## config.mk

```make
export PLATFORM = sky130hd
export DESIGN_NAME = afctl_top
export DESIGN_NICKNAME = d
export VERILOG_FILES = /design/src/afctl_pkg.sv /design/src/afctl_buf_if.sv /design/src/afctl_skid.sv /design/src/afctl_top.sv
export SDC_FILE = /design/constraint.sdc
export NUM_CORES = 1
export LEC_CHECK = 0
export BUFFER_PORTS_ARGS = -buffer_cell sky130_fd_sc_hd__buf_4
export CORE_MARGIN = 4
export CORE_UTILIZATION = 39
export DETAILED_ROUTE_END_ITERATION = 10
export PLACE_DENSITY = 0.64
export SLEW_MARGIN = 20
export SYNTH_ARGS = -nofsm -noshare
export SYNTH_HDL_FRONTEND = slang
export SYNTH_SLANG_ARGS = --single-unit
```

## constraint.sdc

```tcl
create_clock -name clk_sys -period 3.2 [get_ports clk_sys]
set_input_delay 0.48 -clock clk_sys [delete_from_list [all_inputs] [get_ports clk_sys]]
set_output_delay 0.48 -clock clk_sys [all_outputs]
set_load 0.05 [all_outputs]
```

## src/afctl_pkg.sv

```systemverilog
// Package for the asynchronous FIFO host controller.
// Assumes a 100 MHz system clock; strobe timing is expressed in cycles of it.
package afctl_pkg;
    localparam int WORD_WIDTH = 9;
    localparam int FIFO_DEPTH = 512;
    localparam int CLK_PERIOD_NS = 10;
    // Minimum strobe low, strobe high and access times in ns.
    localparam int STROBE_LOW_NS = 80;
    localparam int STROBE_HIGH_NS = 30;
    localparam int ACCESS_NS = 80;
    localparam int RESET_LOW_NS = 100;
    localparam int RETX_LOW_NS = 80;
    localparam int RECOVER_NS = 20;
    localparam int STROBE_LOW_CYC = (STROBE_LOW_NS + CLK_PERIOD_NS - 1) / CLK_PERIOD_NS;
    localparam int STROBE_HIGH_CYC = (STROBE_HIGH_NS + CLK_PERIOD_NS - 1) / CLK_PERIOD_NS;
    localparam int ACCESS_CYC = (ACCESS_NS + CLK_PERIOD_NS - 1) / CLK_PERIOD_NS;
    localparam int RESET_LOW_CYC = (RESET_LOW_NS + CLK_PERIOD_NS - 1) / CLK_PERIOD_NS;
    localparam int RETX_LOW_CYC = (RETX_LOW_NS + CLK_PERIOD_NS - 1) / CLK_PERIOD_NS;
    localparam int RECOVER_CYC = (RECOVER_NS + CLK_PERIOD_NS - 1) / CLK_PERIOD_NS;
    localparam int CNT_WIDTH = 8;
    localparam int PUSH_CNT_WIDTH = 10;
    localparam logic [PUSH_CNT_WIDTH-1:0] RETX_PUSH_LIMIT = 10'h200;
    localparam logic [CNT_WIDTH-1:0] CNT_ZERO = 8'h00;
    localparam logic [CNT_WIDTH-1:0] CNT_ONE = 8'h01;

    typedef enum logic [6:0] {
        AFCTL_RESET  = 7'b000_0001,
        AFCTL_IDLE   = 7'b000_0010,
        AFCTL_WLOW   = 7'b000_0100,
        AFCTL_RLOW   = 7'b000_1000,
        AFCTL_RTLOW  = 7'b001_0000,
        AFCTL_RECOV  = 7'b010_0000,
        AFCTL_WHOLD  = 7'b100_0000
    } afctl_state_type;

    function automatic logic [CNT_WIDTH-1:0] afctl_cyc(input int cycles);
        afctl_cyc = (cycles < 1) ? CNT_ONE : CNT_WIDTH'(cycles);
    endfunction
endpackage

```

## src/afctl_buf_if.sv

```systemverilog
// Carrier between the controller and its two-entry read buffer.
// Assumes both ends share the controller clock.
`timescale 1ns/1ps
interface afctl_buf_if;
    import afctl_pkg::*;
    logic                  in_valid;
    logic                  in_ready;
    logic [WORD_WIDTH-1:0] in_data;
    logic                  out_valid;
    logic                  out_ready;
    logic [WORD_WIDTH-1:0] out_data;
    modport fill (output in_valid, output in_data, input in_ready);
    modport buffer (input in_valid, input in_data, output in_ready,
                    output out_valid, output out_data, input out_ready);
endinterface

```

## src/afctl_skid.sv

```systemverilog
// Two-entry buffer for words read from the FIFO device.
// Assumes one clock; the drain side may stall at any time.
`timescale 1ns/1ps
module afctl_skid
    import afctl_pkg::*;
(
    input  wire logic clk_sys,
    input  wire logic rstn,
    afctl_buf_if.buffer bus
);
    logic [WORD_WIDTH-1:0] store [2];
    logic                  head;
    logic                  tail;
    logic [1:0]            count;
    logic                  next_head;
    logic                  next_tail;
    logic [1:0]            next_count;
    logic                  push;
    logic                  pop;

    always_comb
    begin
        push = bus.in_valid && (count != 2'h2);
        pop = (count != 2'h0) && bus.out_ready;
        next_head = pop ? ~head : head;
        next_tail = push ? ~tail : tail;
        next_count = count + {1'b0, push} - {1'b0, pop};
    end

    always_ff @(posedge clk_sys or negedge rstn)
    begin
        if (!rstn)
        begin
            head <= 1'b0;
            tail <= 1'b0;
            count <= 2'h0;
        end
        else
        begin
            head <= next_head;
            tail <= next_tail;
            count <= next_count;
        end
    end

    always_ff @(posedge clk_sys)
    begin
        if (push)
        begin
            store[tail] <= bus.in_data;
        end
    end

    assign bus.in_ready = (count != 2'h2);
    assign bus.out_valid = (count != 2'h0);
    assign bus.out_data = store[head];
endmodule

```

## src/afctl_top.sv

```systemverilog
// Host controller that drives an asynchronous 512 x 9 FIFO through its pins.
// Assumes the device pins are synchronous to clk_sys and the device is alone
// on its bus (single mode); the user side is a plain valid/ready port list.
`timescale 1ns/1ps
module afctl_top
    import afctl_pkg::*;
(
    input  wire logic                  clk_sys,
    input  wire logic                  rstn,
    input  wire logic                  wr_valid,
    output logic                       wr_ready,
    input  wire logic [WORD_WIDTH-1:0] wr_data,
    output logic                       rd_valid,
    input  wire logic                  rd_ready,
    output logic [WORD_WIDTH-1:0]      rd_data,
    input  wire logic                  retx_req,
    output logic                       retx_ack,
    output logic                       retx_refused,
    output logic                       fifo_empty,
    output logic                       fifo_full,
    output logic                       fifo_half,
    output logic                       push_n,
    output logic                       pop_n,
    output logic [WORD_WIDTH-1:0]      data_to_fifo,
    input  wire logic [WORD_WIDTH-1:0] data_from_fifo,
    input  wire logic                  empty_flag_n,
    input  wire logic                  full_flag_n,
    input  wire logic                  half_full_flag_n,
    output logic                       retransmit_n,
    output logic                       expand_in_n,
    output logic                       reset_pin_n
);
    afctl_buf_if rdbuf ();

    afctl_skid u_skid (
        .clk_sys (clk_sys),
        .rstn    (rstn),
        .bus     (rdbuf.buffer)
    );

    afctl_state_type       state;
    afctl_state_type       next_state;
    logic [CNT_WIDTH-1:0]  cnt;
    logic [CNT_WIDTH-1:0]  next_cnt;
    logic [PUSH_CNT_WIDTH-1:0] pushes;
    logic [PUSH_CNT_WIDTH-1:0] next_pushes;
    logic                  next_push_n;
    logic                  next_pop_n;
    logic                  next_retransmit_n;
    logic                  next_reset_pin_n;
    logic [WORD_WIDTH-1:0] next_data_to_fifo;
    logic                  next_wr_ready;
    logic                  next_retx_ack;
    logic                  next_retx_refused;
    logic                  cap_valid;
    logic                  next_cap_valid;
    logic [WORD_WIDTH-1:0] cap_data;
    logic [WORD_WIDTH-1:0] next_cap_data;
    logic                  cnt_done;

    assign cnt_done = (cnt == CNT_ZERO);
    assign rdbuf.in_valid = cap_valid;
    assign rdbuf.in_data = cap_data;
    // The buffer gives up its head exactly when the output stage loads it, so no word repeats.
    assign rdbuf.out_ready = !rd_valid;

    always_comb
    begin
        next_state = state;
        next_cnt = cnt_done ? cnt : cnt - CNT_ONE;
        next_pushes = pushes;
        next_push_n = push_n;
        next_pop_n = pop_n;
        next_retransmit_n = 1'b1;
        next_reset_pin_n = 1'b1;
        next_data_to_fifo = data_to_fifo;
        next_wr_ready = 1'b0;
        next_retx_ack = 1'b0;
        next_retx_refused = 1'b0;
        next_cap_valid = cap_valid && !rdbuf.in_ready;
        next_cap_data = cap_data;
        case (state)
            AFCTL_RESET:
            begin
                next_reset_pin_n = 1'b0;
                next_push_n = 1'b1;
                next_pop_n = 1'b1;
                next_pushes = '0;
                if (cnt_done)
                begin
                    next_reset_pin_n = 1'b1;
                    next_state = AFCTL_RECOV;
                    next_cnt = afctl_cyc(RECOVER_CYC);
                end
            end
            AFCTL_IDLE:
            begin
                if (cnt_done)
                begin
                    if (retx_req)
                    begin
                        if (pushes > RETX_PUSH_LIMIT)
                        begin
                            next_retx_refused = 1'b1;
                        end
                        else
                        begin
                            next_retransmit_n = 1'b0;
                            next_state = AFCTL_RTLOW;
                            next_cnt = afctl_cyc(RETX_LOW_CYC);
                        end
                    end
                    else if (empty_flag_n && !cap_valid && rdbuf.in_ready)
                    begin
                        next_pop_n = 1'b0;
                        next_state = AFCTL_RLOW;
                        next_cnt = afctl_cyc(ACCESS_CYC);
                    end
                    else if (wr_valid && full_flag_n)
                    begin
                        next_push_n = 1'b0;
                        next_data_to_fifo = wr_data;
                        next_wr_ready = 1'b1;
                        next_state = AFCTL_WLOW;
                        next_cnt = afctl_cyc(STROBE_LOW_CYC);
                    end
                end
            end
            AFCTL_WLOW:
            begin
                if (cnt_done)
                begin
                    next_push_n = 1'b1;
                    if (pushes <= RETX_PUSH_LIMIT)
                    begin
                        next_pushes = pushes + 1'b1;
                    end
                    next_state = AFCTL_WHOLD;
                    next_cnt = afctl_cyc(STROBE_HIGH_CYC);
                end
            end
            AFCTL_RLOW:
            begin
                if (cnt_done)
                begin
                    next_cap_valid = 1'b1;
                    next_cap_data = data_from_fifo;
                    next_pop_n = 1'b1;
                    next_state = AFCTL_WHOLD;
                    next_cnt = afctl_cyc(STROBE_HIGH_CYC);
                end
            end
            AFCTL_RTLOW:
            begin
                next_retransmit_n = 1'b0;
                if (cnt_done)
                begin
                    next_retransmit_n = 1'b1;
                    next_retx_ack = 1'b1;
                    next_state = AFCTL_RECOV;
                    next_cnt = afctl_cyc(RECOVER_CYC);
                end
            end
            AFCTL_RECOV, AFCTL_WHOLD:
            begin
                if (cnt_done)
                begin
                    next_state = AFCTL_IDLE;
                end
            end
            default:
            begin
                next_state = AFCTL_RESET;
                next_cnt = afctl_cyc(RESET_LOW_CYC);
            end
        endcase
    end

    always_ff @(posedge clk_sys or negedge rstn)
    begin
        if (!rstn)
        begin
            state <= AFCTL_RESET;
            cnt <= CNT_WIDTH'(RESET_LOW_CYC);
            pushes <= 10'h000;
            push_n <= 1'b1;
            pop_n <= 1'b1;
            retransmit_n <= 1'b1;
            reset_pin_n <= 1'b0;
            data_to_fifo <= 9'h000;
            wr_ready <= 1'b0;
            retx_ack <= 1'b0;
            retx_refused <= 1'b0;
            cap_valid <= 1'b0;
            cap_data <= 9'h000;
            rd_valid <= 1'b0;
            rd_data <= 9'h000;
            fifo_empty <= 1'b1;
            fifo_full <= 1'b0;
            fifo_half <= 1'b0;
            expand_in_n <= 1'b0;
        end
        else
        begin
            state <= next_state;
            cnt <= next_cnt;
            pushes <= next_pushes;
            push_n <= next_push_n;
            pop_n <= next_pop_n;
            retransmit_n <= next_retransmit_n;
            reset_pin_n <= next_reset_pin_n;
            data_to_fifo <= next_data_to_fifo;
            wr_ready <= next_wr_ready;
            retx_ack <= next_retx_ack;
            retx_refused <= next_retx_refused;
            cap_valid <= next_cap_valid;
            cap_data <= next_cap_data;
            // Output stage drains the buffer one word at a time.
            if (rd_valid && rd_ready)
            begin
                rd_valid <= 1'b0;
            end
            else if (!rd_valid && rdbuf.out_valid)
            begin
                rd_valid <= 1'b1;
                rd_data <= rdbuf.out_data;
            end
            fifo_empty <= !empty_flag_n;
            fifo_full <= !full_flag_n;
            fifo_half <= !half_full_flag_n;
            expand_in_n <= 1'b0;
        end
    end
endmodule

```

* Word-level counts from Yosys, hierarchy flattened
Memories as Yosys holds them, arrays and structs flattened. A register that Yosys moved wholly into a read port is not among the register bits.
Cells that the tools add are included.
** Cells by class
- Bitwise logic cells :: 5
- $lt $le $gt $ge :: 2
- Multiplexer cells :: 52
- Equal/unequal tests :: 21
- Reduce and logical (&&, ||, !) cells :: 30
- $add $sub $neg :: 4
** Operators by type and width (count)
- 8-bit 2-to-1 mux :: 8
- 7-bit 2-to-1 mux :: 8
- 8-bit one-hot mux with 4 select lines :: 1
- 1-bit 2-to-1 mux :: 28
- 7-bit one-hot mux with 4 select lines :: 1
- 10-bit 2-to-1 mux :: 2
- 2-bit inequality test, second input constant :: 10
- 10-bit one-hot mux with 2 select lines :: 1
- 6-bit AND reduction :: 2
- 10-bit by 1-bit adder with 10-bit output, second input constant :: 1
- 10-bit > comparator, second input constant :: 1
- 10-bit <= comparator, second input constant :: 1
- 5-bit AND reduction :: 2
- 8-bit logical NOT :: 1
- 8-bit by 1-bit subtractor with 8-bit output, second input constant :: 1
- 7-bit by 1-bit == test with 1-bit output, second input constant :: 1
- 7-bit by 2-bit == test with 1-bit output, second input constant :: 1
- 7-bit by 3-bit == test with 1-bit output, second input constant :: 1
- 7-bit by 4-bit == test with 1-bit output, second input constant :: 1
- 7-bit by 5-bit == test with 1-bit output, second input constant :: 1
- 7-bit by 6-bit == test with 1-bit output, second input constant :: 1
- 7-bit == test, second input constant :: 1
- 1-bit logical AND :: 7
- 1-bit logical NOT :: 7
- other kinds (13) :: 25
** Word-level totals
- Memories kept :: 1
- Output and inout port bits :: 30
- Word-level logic and storage cells :: 135
- Memory bits (writable) :: 18
- Register bits :: 59
** Memories
- u_skid.store :: depth 2, width 9, read ports 1, clocked after Yosys merged registers in 1, wr ports 1, line afctl_skid.sv:11 : logic [WORD_WIDTH-1:0] store [2];

* Depth between registers and ports, before layout
Gate-level depths: netlist of the first run.
- Depth after elaboration :: 7
- Gate-level depth with buffers :: 10
- Mapped depth without buffers :: 9

* Cells and area by module
From an unflattened synthesis of the first run, not the netlist that was laid out.
** Unflattened totals
- Cell total of the unflattened synthesis :: 303
- Area, all modules :: 3757.4 um^2
** By module, submodules not included
- afctl_top :: instances 1, seq. area each 1610.3 um^2, area each 2911.5 um^2, cells an instance 258
- afctl_skid :: instances 1, seq. area each 640.6 um^2, area each 845.8 um^2, cells an instance 45

* Worst setup path before layout of the first run
Ideal clock, no wire load.
- Kind :: register -> register
- Start point :: reg cnt[0]
- End point :: reg pushes[8]
- Setup time :: 0.078 ns
- Arrival time :: 2.302 ns
- Stages on the path, launching flop included :: 9
- Data required time :: 3.122 ns
- Path slack :: 0.820 ns
- Cells stage by stage :: dfrtp_1 > inv_1 > ha_1 > or4b_4 > nor4_4 > o22ai_2 > buf_2 > or3_1 > a21oi_1
** Between the ends
- Word-level cells in the longest chain between the ends :: 3
** Ends and longest elaborated chain
- start: declaration :: line afctl_top.sv:43 : logic [CNT_WIDTH-1:0] cnt;
- start signal: assignment :: line afctl_top.sv:184 : cnt <= CNT_WIDTH'(RESET_LOW_CYC);
- start signal: assignment :: line afctl_top.sv:206 : cnt <= next_cnt;
- 8-bit logical NOT :: line afctl_top.sv:61 : assign cnt_done = (cnt == CNT_ZERO);
- 2-bit inequality test (no source line)
- 3-bit AND reduction (no source line)
- end signal: assignment :: line afctl_top.sv:207 : pushes <= next_pushes;
- end: declaration :: line afctl_top.sv:45 : logic [PUSH_CNT_WIDTH-1:0] pushes;
Every way passes these cells.
A chain may end at the register's enable or synchronous reset.

* Final worst setup path of the first run
- Start point :: reg cnt[0]
- End point :: reg data_to_fifo[6]
** Between the ends
- Word-level cells in the longest chain between the ends :: 2
** Ends and longest elaborated chain
- 8-bit logical NOT :: line afctl_top.sv:61
- 5-bit AND reduction (no source line)
- end signal: assignment :: line afctl_top.sv:212 : data_to_fifo <= next_data_to_fifo;
- end: declaration :: line afctl_top.sv:24 : output logic [WORD_WIDTH-1:0] data_to_fifo,
Every way passes these cells.

==> results.cfg, run 1 <==
[critical_path]
path_max_fanout = 12
critPathKind = flop to flop
rrSetupSlack_ns = 0.33
crit_chain = inv_1 > ha_1 > or4b_4 > nor2_2 > inv_1 > nor2_1 > nand4_1 > mux2_2
crit_buf_inv = 2
cpMaxStageDelayCell = or4b_4
crit_required_ns = 3.44
slowest_delay_ns = 0.52
endpoint_kind = flop
crit_arrival_ns = 3.12
path_delay_family = simple AND/OR/NAND/NOR gates
worst_path_most_repeated_cell = inv_1
start_kind = flop

[pwr]
ir_worst_vdd_v = 0.000360
powerDensity_nw_per_um2 = 704
power.leakage_nw = 2.09

[die]
rows = 35
start_util = 0.401
boundaryPins = 56
dieArea_sq_um = 11100
die_x_um = 105
die_y_um = 105
core_sq_um = 9240

[cts]
clock_latency_ns = 0.36
clk_pin_slew_ns = 0.10
cts_buffers = 9
clockRootBuffer = clkbuf_8
post_cts_resize_count = 0
clock_path_buffers = 2
numClockSinks = 86
postCtsSetupBuffers = 0
htreeDepth = 3
hold_buffers = 0
cts_tree = yes

[place]
dp.final_hpwl_mm = 5.14
port_buffers = 54
dp_slack_ns = 0.328
gp_congestion = 0.806

[routing]
wl_mm = 7.22
firstDrtPassIters = 4
wl_per_cell_um = 14.4
vias = 2448
drc = 0
ant_nets = 0
viasPerCell = 4.90
drt-initial-drc-count = 119

[final_layout]
fin_util = 0.482
nFillCells = 848
drive_gt1_frac = 0.294
antennaDiodeCount = 0
fin_nets = 399
area_delta_synth_final_pct = 20.2

[synthesis]
synth_area_leaders = dfrtp_1, edfxtp_1, mux2_2
syn_area_per_cell_sq_um = 12.0
synth-main-ff-cell = dfrtp_1
synthCells = 308
synth_cell_types = 52
synthesis.area_sq_um = 3700
yosysWarnings = 0
ys_ff_latch = 86
yosysTopAreaCellShare = 0.412
ys_seq_area_frac = 0.608
async_flop_share = 0.791
synth_edf_count = 18
synth_nets = 341
yosys.area.top_type = dfrtp_1

[timing]
fin_setup_tns_ns = 0
slew_headroom = 0.442
worst_clock_skew_ns = 0.0102
fmax_mhz = 348
rsz0062_at_grt = no
slew_violations = 0
finalSetupViolations = 0
worst_slack_ns = 0.326
fin_crit_ns = 2.87
finalHoldViolations = 0
timing.final.crit_share = 0.898
worstMarginPinSlew_ns = 0.836

[grt]
grt_pass1_vias = 2470
grt_pass1_wl_mm = 12.1
grt_overflow = 0
antenna_found_initial = 0
track_usage = 0.136
grt_max_degree = 69

[job]
maxCapViolCount = 0

[min_path]
min_path_type = input port to asynchronous set/reset pin

[status]
outcome = completed
[flip-flops by register name (all words and copies together) (netlist names), 2 cells and up]
name	flops
u_skid.store	18
pushes	10
cap_data	9
data_to_fifo	9
rd_data	9
cnt	8
state	7
u_skid.count	2
[worst reg2reg max path: stages, from the launching register on]
cell and delay (ns):
dfrtp_1 0.44, inv_1 0.11, ha_1 0.19, or4b_4 0.52, nor2_2 0.25, inv_1 0.09
nor2_1 0.19, nand4_1 0.51, mux2_2 0.47
[metal layers]
layer  GRT usage  wire length [um]  vias up
met2       0.204              3270       51
met1       0.185              3460     1176
met4      0.0534               116        0
met3      0.0410               376        7
li1            -                 -     1214
met5           0                 0        -
[worst paths after layout]
kind / start / to / depth (start not counted)
worst min-delay path: rstn / cnt[7] / 1
worst max register to register: cnt[0] / data_to_fifo[6] / 8
min in group clk_sys: empty_flag_n / fifo_empty / 2
worst max-delay path: cnt[0] / data_to_fifo[6] / 8
max in group asynchronous: rstn / pushes[5] / 1
worst min register to register: cap_data[7] / u_skid.store[0][7] / 0
[cell usage in the layout (no fill, tap or decap), types with 3 or more instances in the layout]
cell       n
or4_1      4
o31ai_1    3
nand2b_1   3
edfxtp_1  18
xor2_1     6
nor2_1    15
or3_1      5
clkbuf_8   9
nand3_1    8
mux2i_1    9
inv_1     15
nand2_1   31
ha_1       7
and3_1     3
mux2_2    20
a21oi_1   10
dfrtp_1   61
nor3_1     5
buf_4     59
o21ai_0   22
dfstp_2    7
and2_1     3
xnor2_1    5
[where the power goes]
| group | internal, mW | leakage [nW] | total (mW) | switching (mW) |
|---|---|---|---|---|
| logic | 0.357 | 0.882 | 1.01 | 0.656 |
| clock network | 0.308 | 0.101 | 0.750 | 0.442 |
| registers | 1.25 | 1.10 | 1.37 | 0.122 |
| total | 1.91 | 2.09 | 3.13 | 1.22 |
[area by class of cell]
cell class | count | area, sq um | area share
flip-flops and latches | 86 | 2250 | 0.506
inverters | 15 | 56.3 | 0.0127
well taps | 129 | 161 | 0.0363
clock buffers | 9 | 124 | 0.0278
clock inverters | 7 | 73.8 | 0.0166
multi-input cells | 195 | 1340 | 0.301
repair buffers | 59 | 443 | 0.0995
[stage by stage]
| step | instance area [sq um] | hold slack [ns] | instances | total power, mW |
|---|---|---|---|---|
| after detailed placement | 4250 | 0.456 | 484 | 2.41 |
| after CTS | 4450 | 0.212 | 500 | 3.16 |
| after global placement | 4250 | 0.445 | 484 | 2.39 |
| after global routing | 4450 | 0.228 | 500 | 3.32 |
| final | 4450 | 0.214 | 500 | 3.13 |
| after floorplan | 3700 | 0.184 | 308 | 2.08 |
[cells by family (layout without fill, tap and decap cells)]
| logic type | Yosys count | after routing | synth area share |
|---|---|---|---|
| AO/OA/AOI/OAI | 54 | 54 | 0.0916 |
| XOR/XNOR | 11 | 11 | 0.0260 |
| adder cells (fa/ha/maj) | 7 | 7 | 0.0237 |
| buffers and inverters | 27 | 90 | 0.0297 |
| flip-flops | 86 | 86 | 0.608 |
| multiplexers | 29 | 29 | 0.0852 |
| other | 1 | 1 | 0.00101 |
| AND/OR/NAND/NOR | 93 | 93 | 0.135 |
[Yosys cell counts (all sizes together) (2+ instances only)]
cell type and n:
a211oi 2, a21oi 10, and2 3, and3 3, buf 5, clkbuf 7, dfrtp 61, dfstp 7
edfxtp 18, ha 7, inv 15, mux2 20, mux2i 9, nand2 31, nand2b 3, nand3 8
nand4 2, nand4b 2, nor2 16, nor3 5, nor4 3, nor4b 2, o21a 2, o21ai 24
o22ai 2, o2bb2ai 2, o31ai 3, or3 5, or4 4, or4b 3, xnor2 5, xor2 6
Note: power is estimated with default switching activity, not from simulation.
==> run 2, diff against run 1 <==
GPL_TIMING_DRIVEN = 1   (was not set)
clock period = 3.7 ns   (was 3.2 ns; I/O delays follow)
==> run 2 against run 1 <==
Effect of this change:
- highest routed layer unchanged
- non-clock buffer count is 3 lower
- combinational power shrank 15%
- setup slack better by 0.34 ns
- first-iteration DRC count shrank 15%
- largest cell class unchanged
- clock skew grew 0.0070 ns
- sequential power fell by 14%
- via count increased by 2.1%
- final cell count decreased by 0.60%
- sequential share of layout area is 0.21 points lower
- critical path depth unchanged
- wire length is essentially flat
- cell area rose by 0.42%
==> results.cfg, run 2 (same netlist as run 1, synthesis figures left out) <==
[pwr]
seqPwrFrac = 0.421
power_mw = 2.81
power.leakage_nw = 2.09
combPwrFrac = 0.304
p_clk_frac = 0.275
netSwitchingFraction = 0.373
p_int_mw = 1.76
ir_worst_vdd_v = 0.000264
p_sw_mw = 1.05
powerDensity_nw_per_um2 = 629

[cts]
postCtsSetupBuffers = 0
cts_tree = yes
post_cts_resize_count = 0
clk_pin_slew_ns = 0.10
cts_buffers = 9
numClockSinks = 86
clock_latency_ns = 0.36
clock_path_buffers = 2
hold_buffers = 0
clockRootBuffer = clkbuf_8
htreeDepth = 3

[final_layout]
final_cell_mix = dfrtp_1, buf_4, nand2_1
drive_gt1_frac = 0.288
seq_area_sq_um = 2250
area_delta_synth_final_pct = 20.7
layout_commonest_cell = dfrtp_1
antennaDiodeCount = 0
top_regs = u_skid.store (18), pushes (10)
largest_reg_flops = 18
top_register = u_skid.store
instances_no_fill = 497
multi_input_area_sq_um = 1340
fin_nets = 396
fin_area_sq_um = 4470
fin_util = 0.484
nFillCells = 814

[timing]
finalSetupViolations = 0
worst_clock_skew_ns = 0.0172
fin_setup_tns_ns = 0
fin_crit_ns = 3.04
slew_violations = 0
worstMarginPinSlew_ns = 0.853
fmax_mhz = 329
rsz0062_at_grt = no
finalHoldViolations = 0
slew_headroom = 0.432
timing.final.crit_share = 0.820

[die]
core_sq_um = 9240
start_util = 0.401
dieArea_sq_um = 11100
die_x_um = 105
boundaryPins = 56
die_y_um = 105
rows = 35

[min_path]
min_path_type = input port to asynchronous set/reset pin

[routing]
drt-initial-drc-count = 101
ant_nets = 0
viasPerCell = 5.03
vias = 2500
firstDrtPassIters = 4
wl_per_cell_um = 14.5
drc = 0
wl_mm = 7.23

[critical_path]
rrSetupSlack_ns = 0.66
path_max_fanout = 15
critPathKind = flop to flop
crit_required_ns = 3.94
start_kind = flop
crit_arrival_ns = 3.27
endpoint_kind = flop

[grt]
grt_pass1_vias = 2516
antenna_found_initial = 0
track_usage = 0.138
grt_max_degree = 69
grt_pass1_wl_mm = 12.2
grt_overflow = 0

[place]
numPlacedInstances = 481
dp.final_hpwl_mm = 5.18
dpl_cell_area_sq_um = 4230
port_buffers = 54
gp_congestion = 0.839

[status]
outcome = completed

[job]
maxCapViolCount = 0
## run 2: path summary, 6_finish.rpt
kind,to,start,cells after the start
setup / recovery,data_to_fifo[0],cnt[0],8
hold reg to reg,u_skid.store[1][8],cap_data[8],0
min in group clk_sys,fifo_empty,empty_flag_n,2
max in group asynchronous,state[6],rstn,1
setup reg to reg,data_to_fifo[0],cnt[0],8
hold / removal,cnt[7],rstn,1
## run 2: area by class of cell
type                    instances  share of cell area
clock buffers                   9              0.0277
well taps                     129              0.0361
flip-flops and latches         86               0.504
multi-input cells             195               0.300
repair buffers                 56              0.0941
clock inverters                 7              0.0258
inverters                      15              0.0126
## run 2: power by group through the flow
stage	Sequential [mW]	Clock, mW	Combinational [mW]
detailed placement	1.20	0	0.859
global placement	1.20	0	0.845
CTS	1.18	0.794	0.862
finish	1.18	0.775	0.854
global route	1.20	0.833	0.937
floorplan	1.34	0	0.461
## run 2: per-stage QoR
| step | hold WS [ns] | setup WS (ns) |
|---|---|---|
| after CTS | 0.300 | 0.651 |
| after global placement | 0.455 | 0.798 |
| after floorplan | 0.259 | 1.32 |
| final | 0.285 | 0.665 |
| after global routing | 0.298 | 0.412 |
| after detailed placement | 0.462 | 0.691 |
## run 2: layer usage
metal | up-vias | track usage | routed length (um)
met5 | - | 0 | 0
met4 | 0 | 0.0534 | 89
met3 | 6 | 0.0521 | 485
met2 | 64 | 0.210 | 3420
met1 | 1218 | 0.178 | 3230
li1 | 1212 | - | -
## run 2: worst max-delay path, stage by stage (launching register included)
cell     delay, ns
dfrtp_1       0.43
inv_1         0.11
ha_1          0.18
or4b_4        0.51
nor2_2        0.24
inv_1         0.25
nor2_1        0.25
nand4_1       0.49
mux2_2        0.45
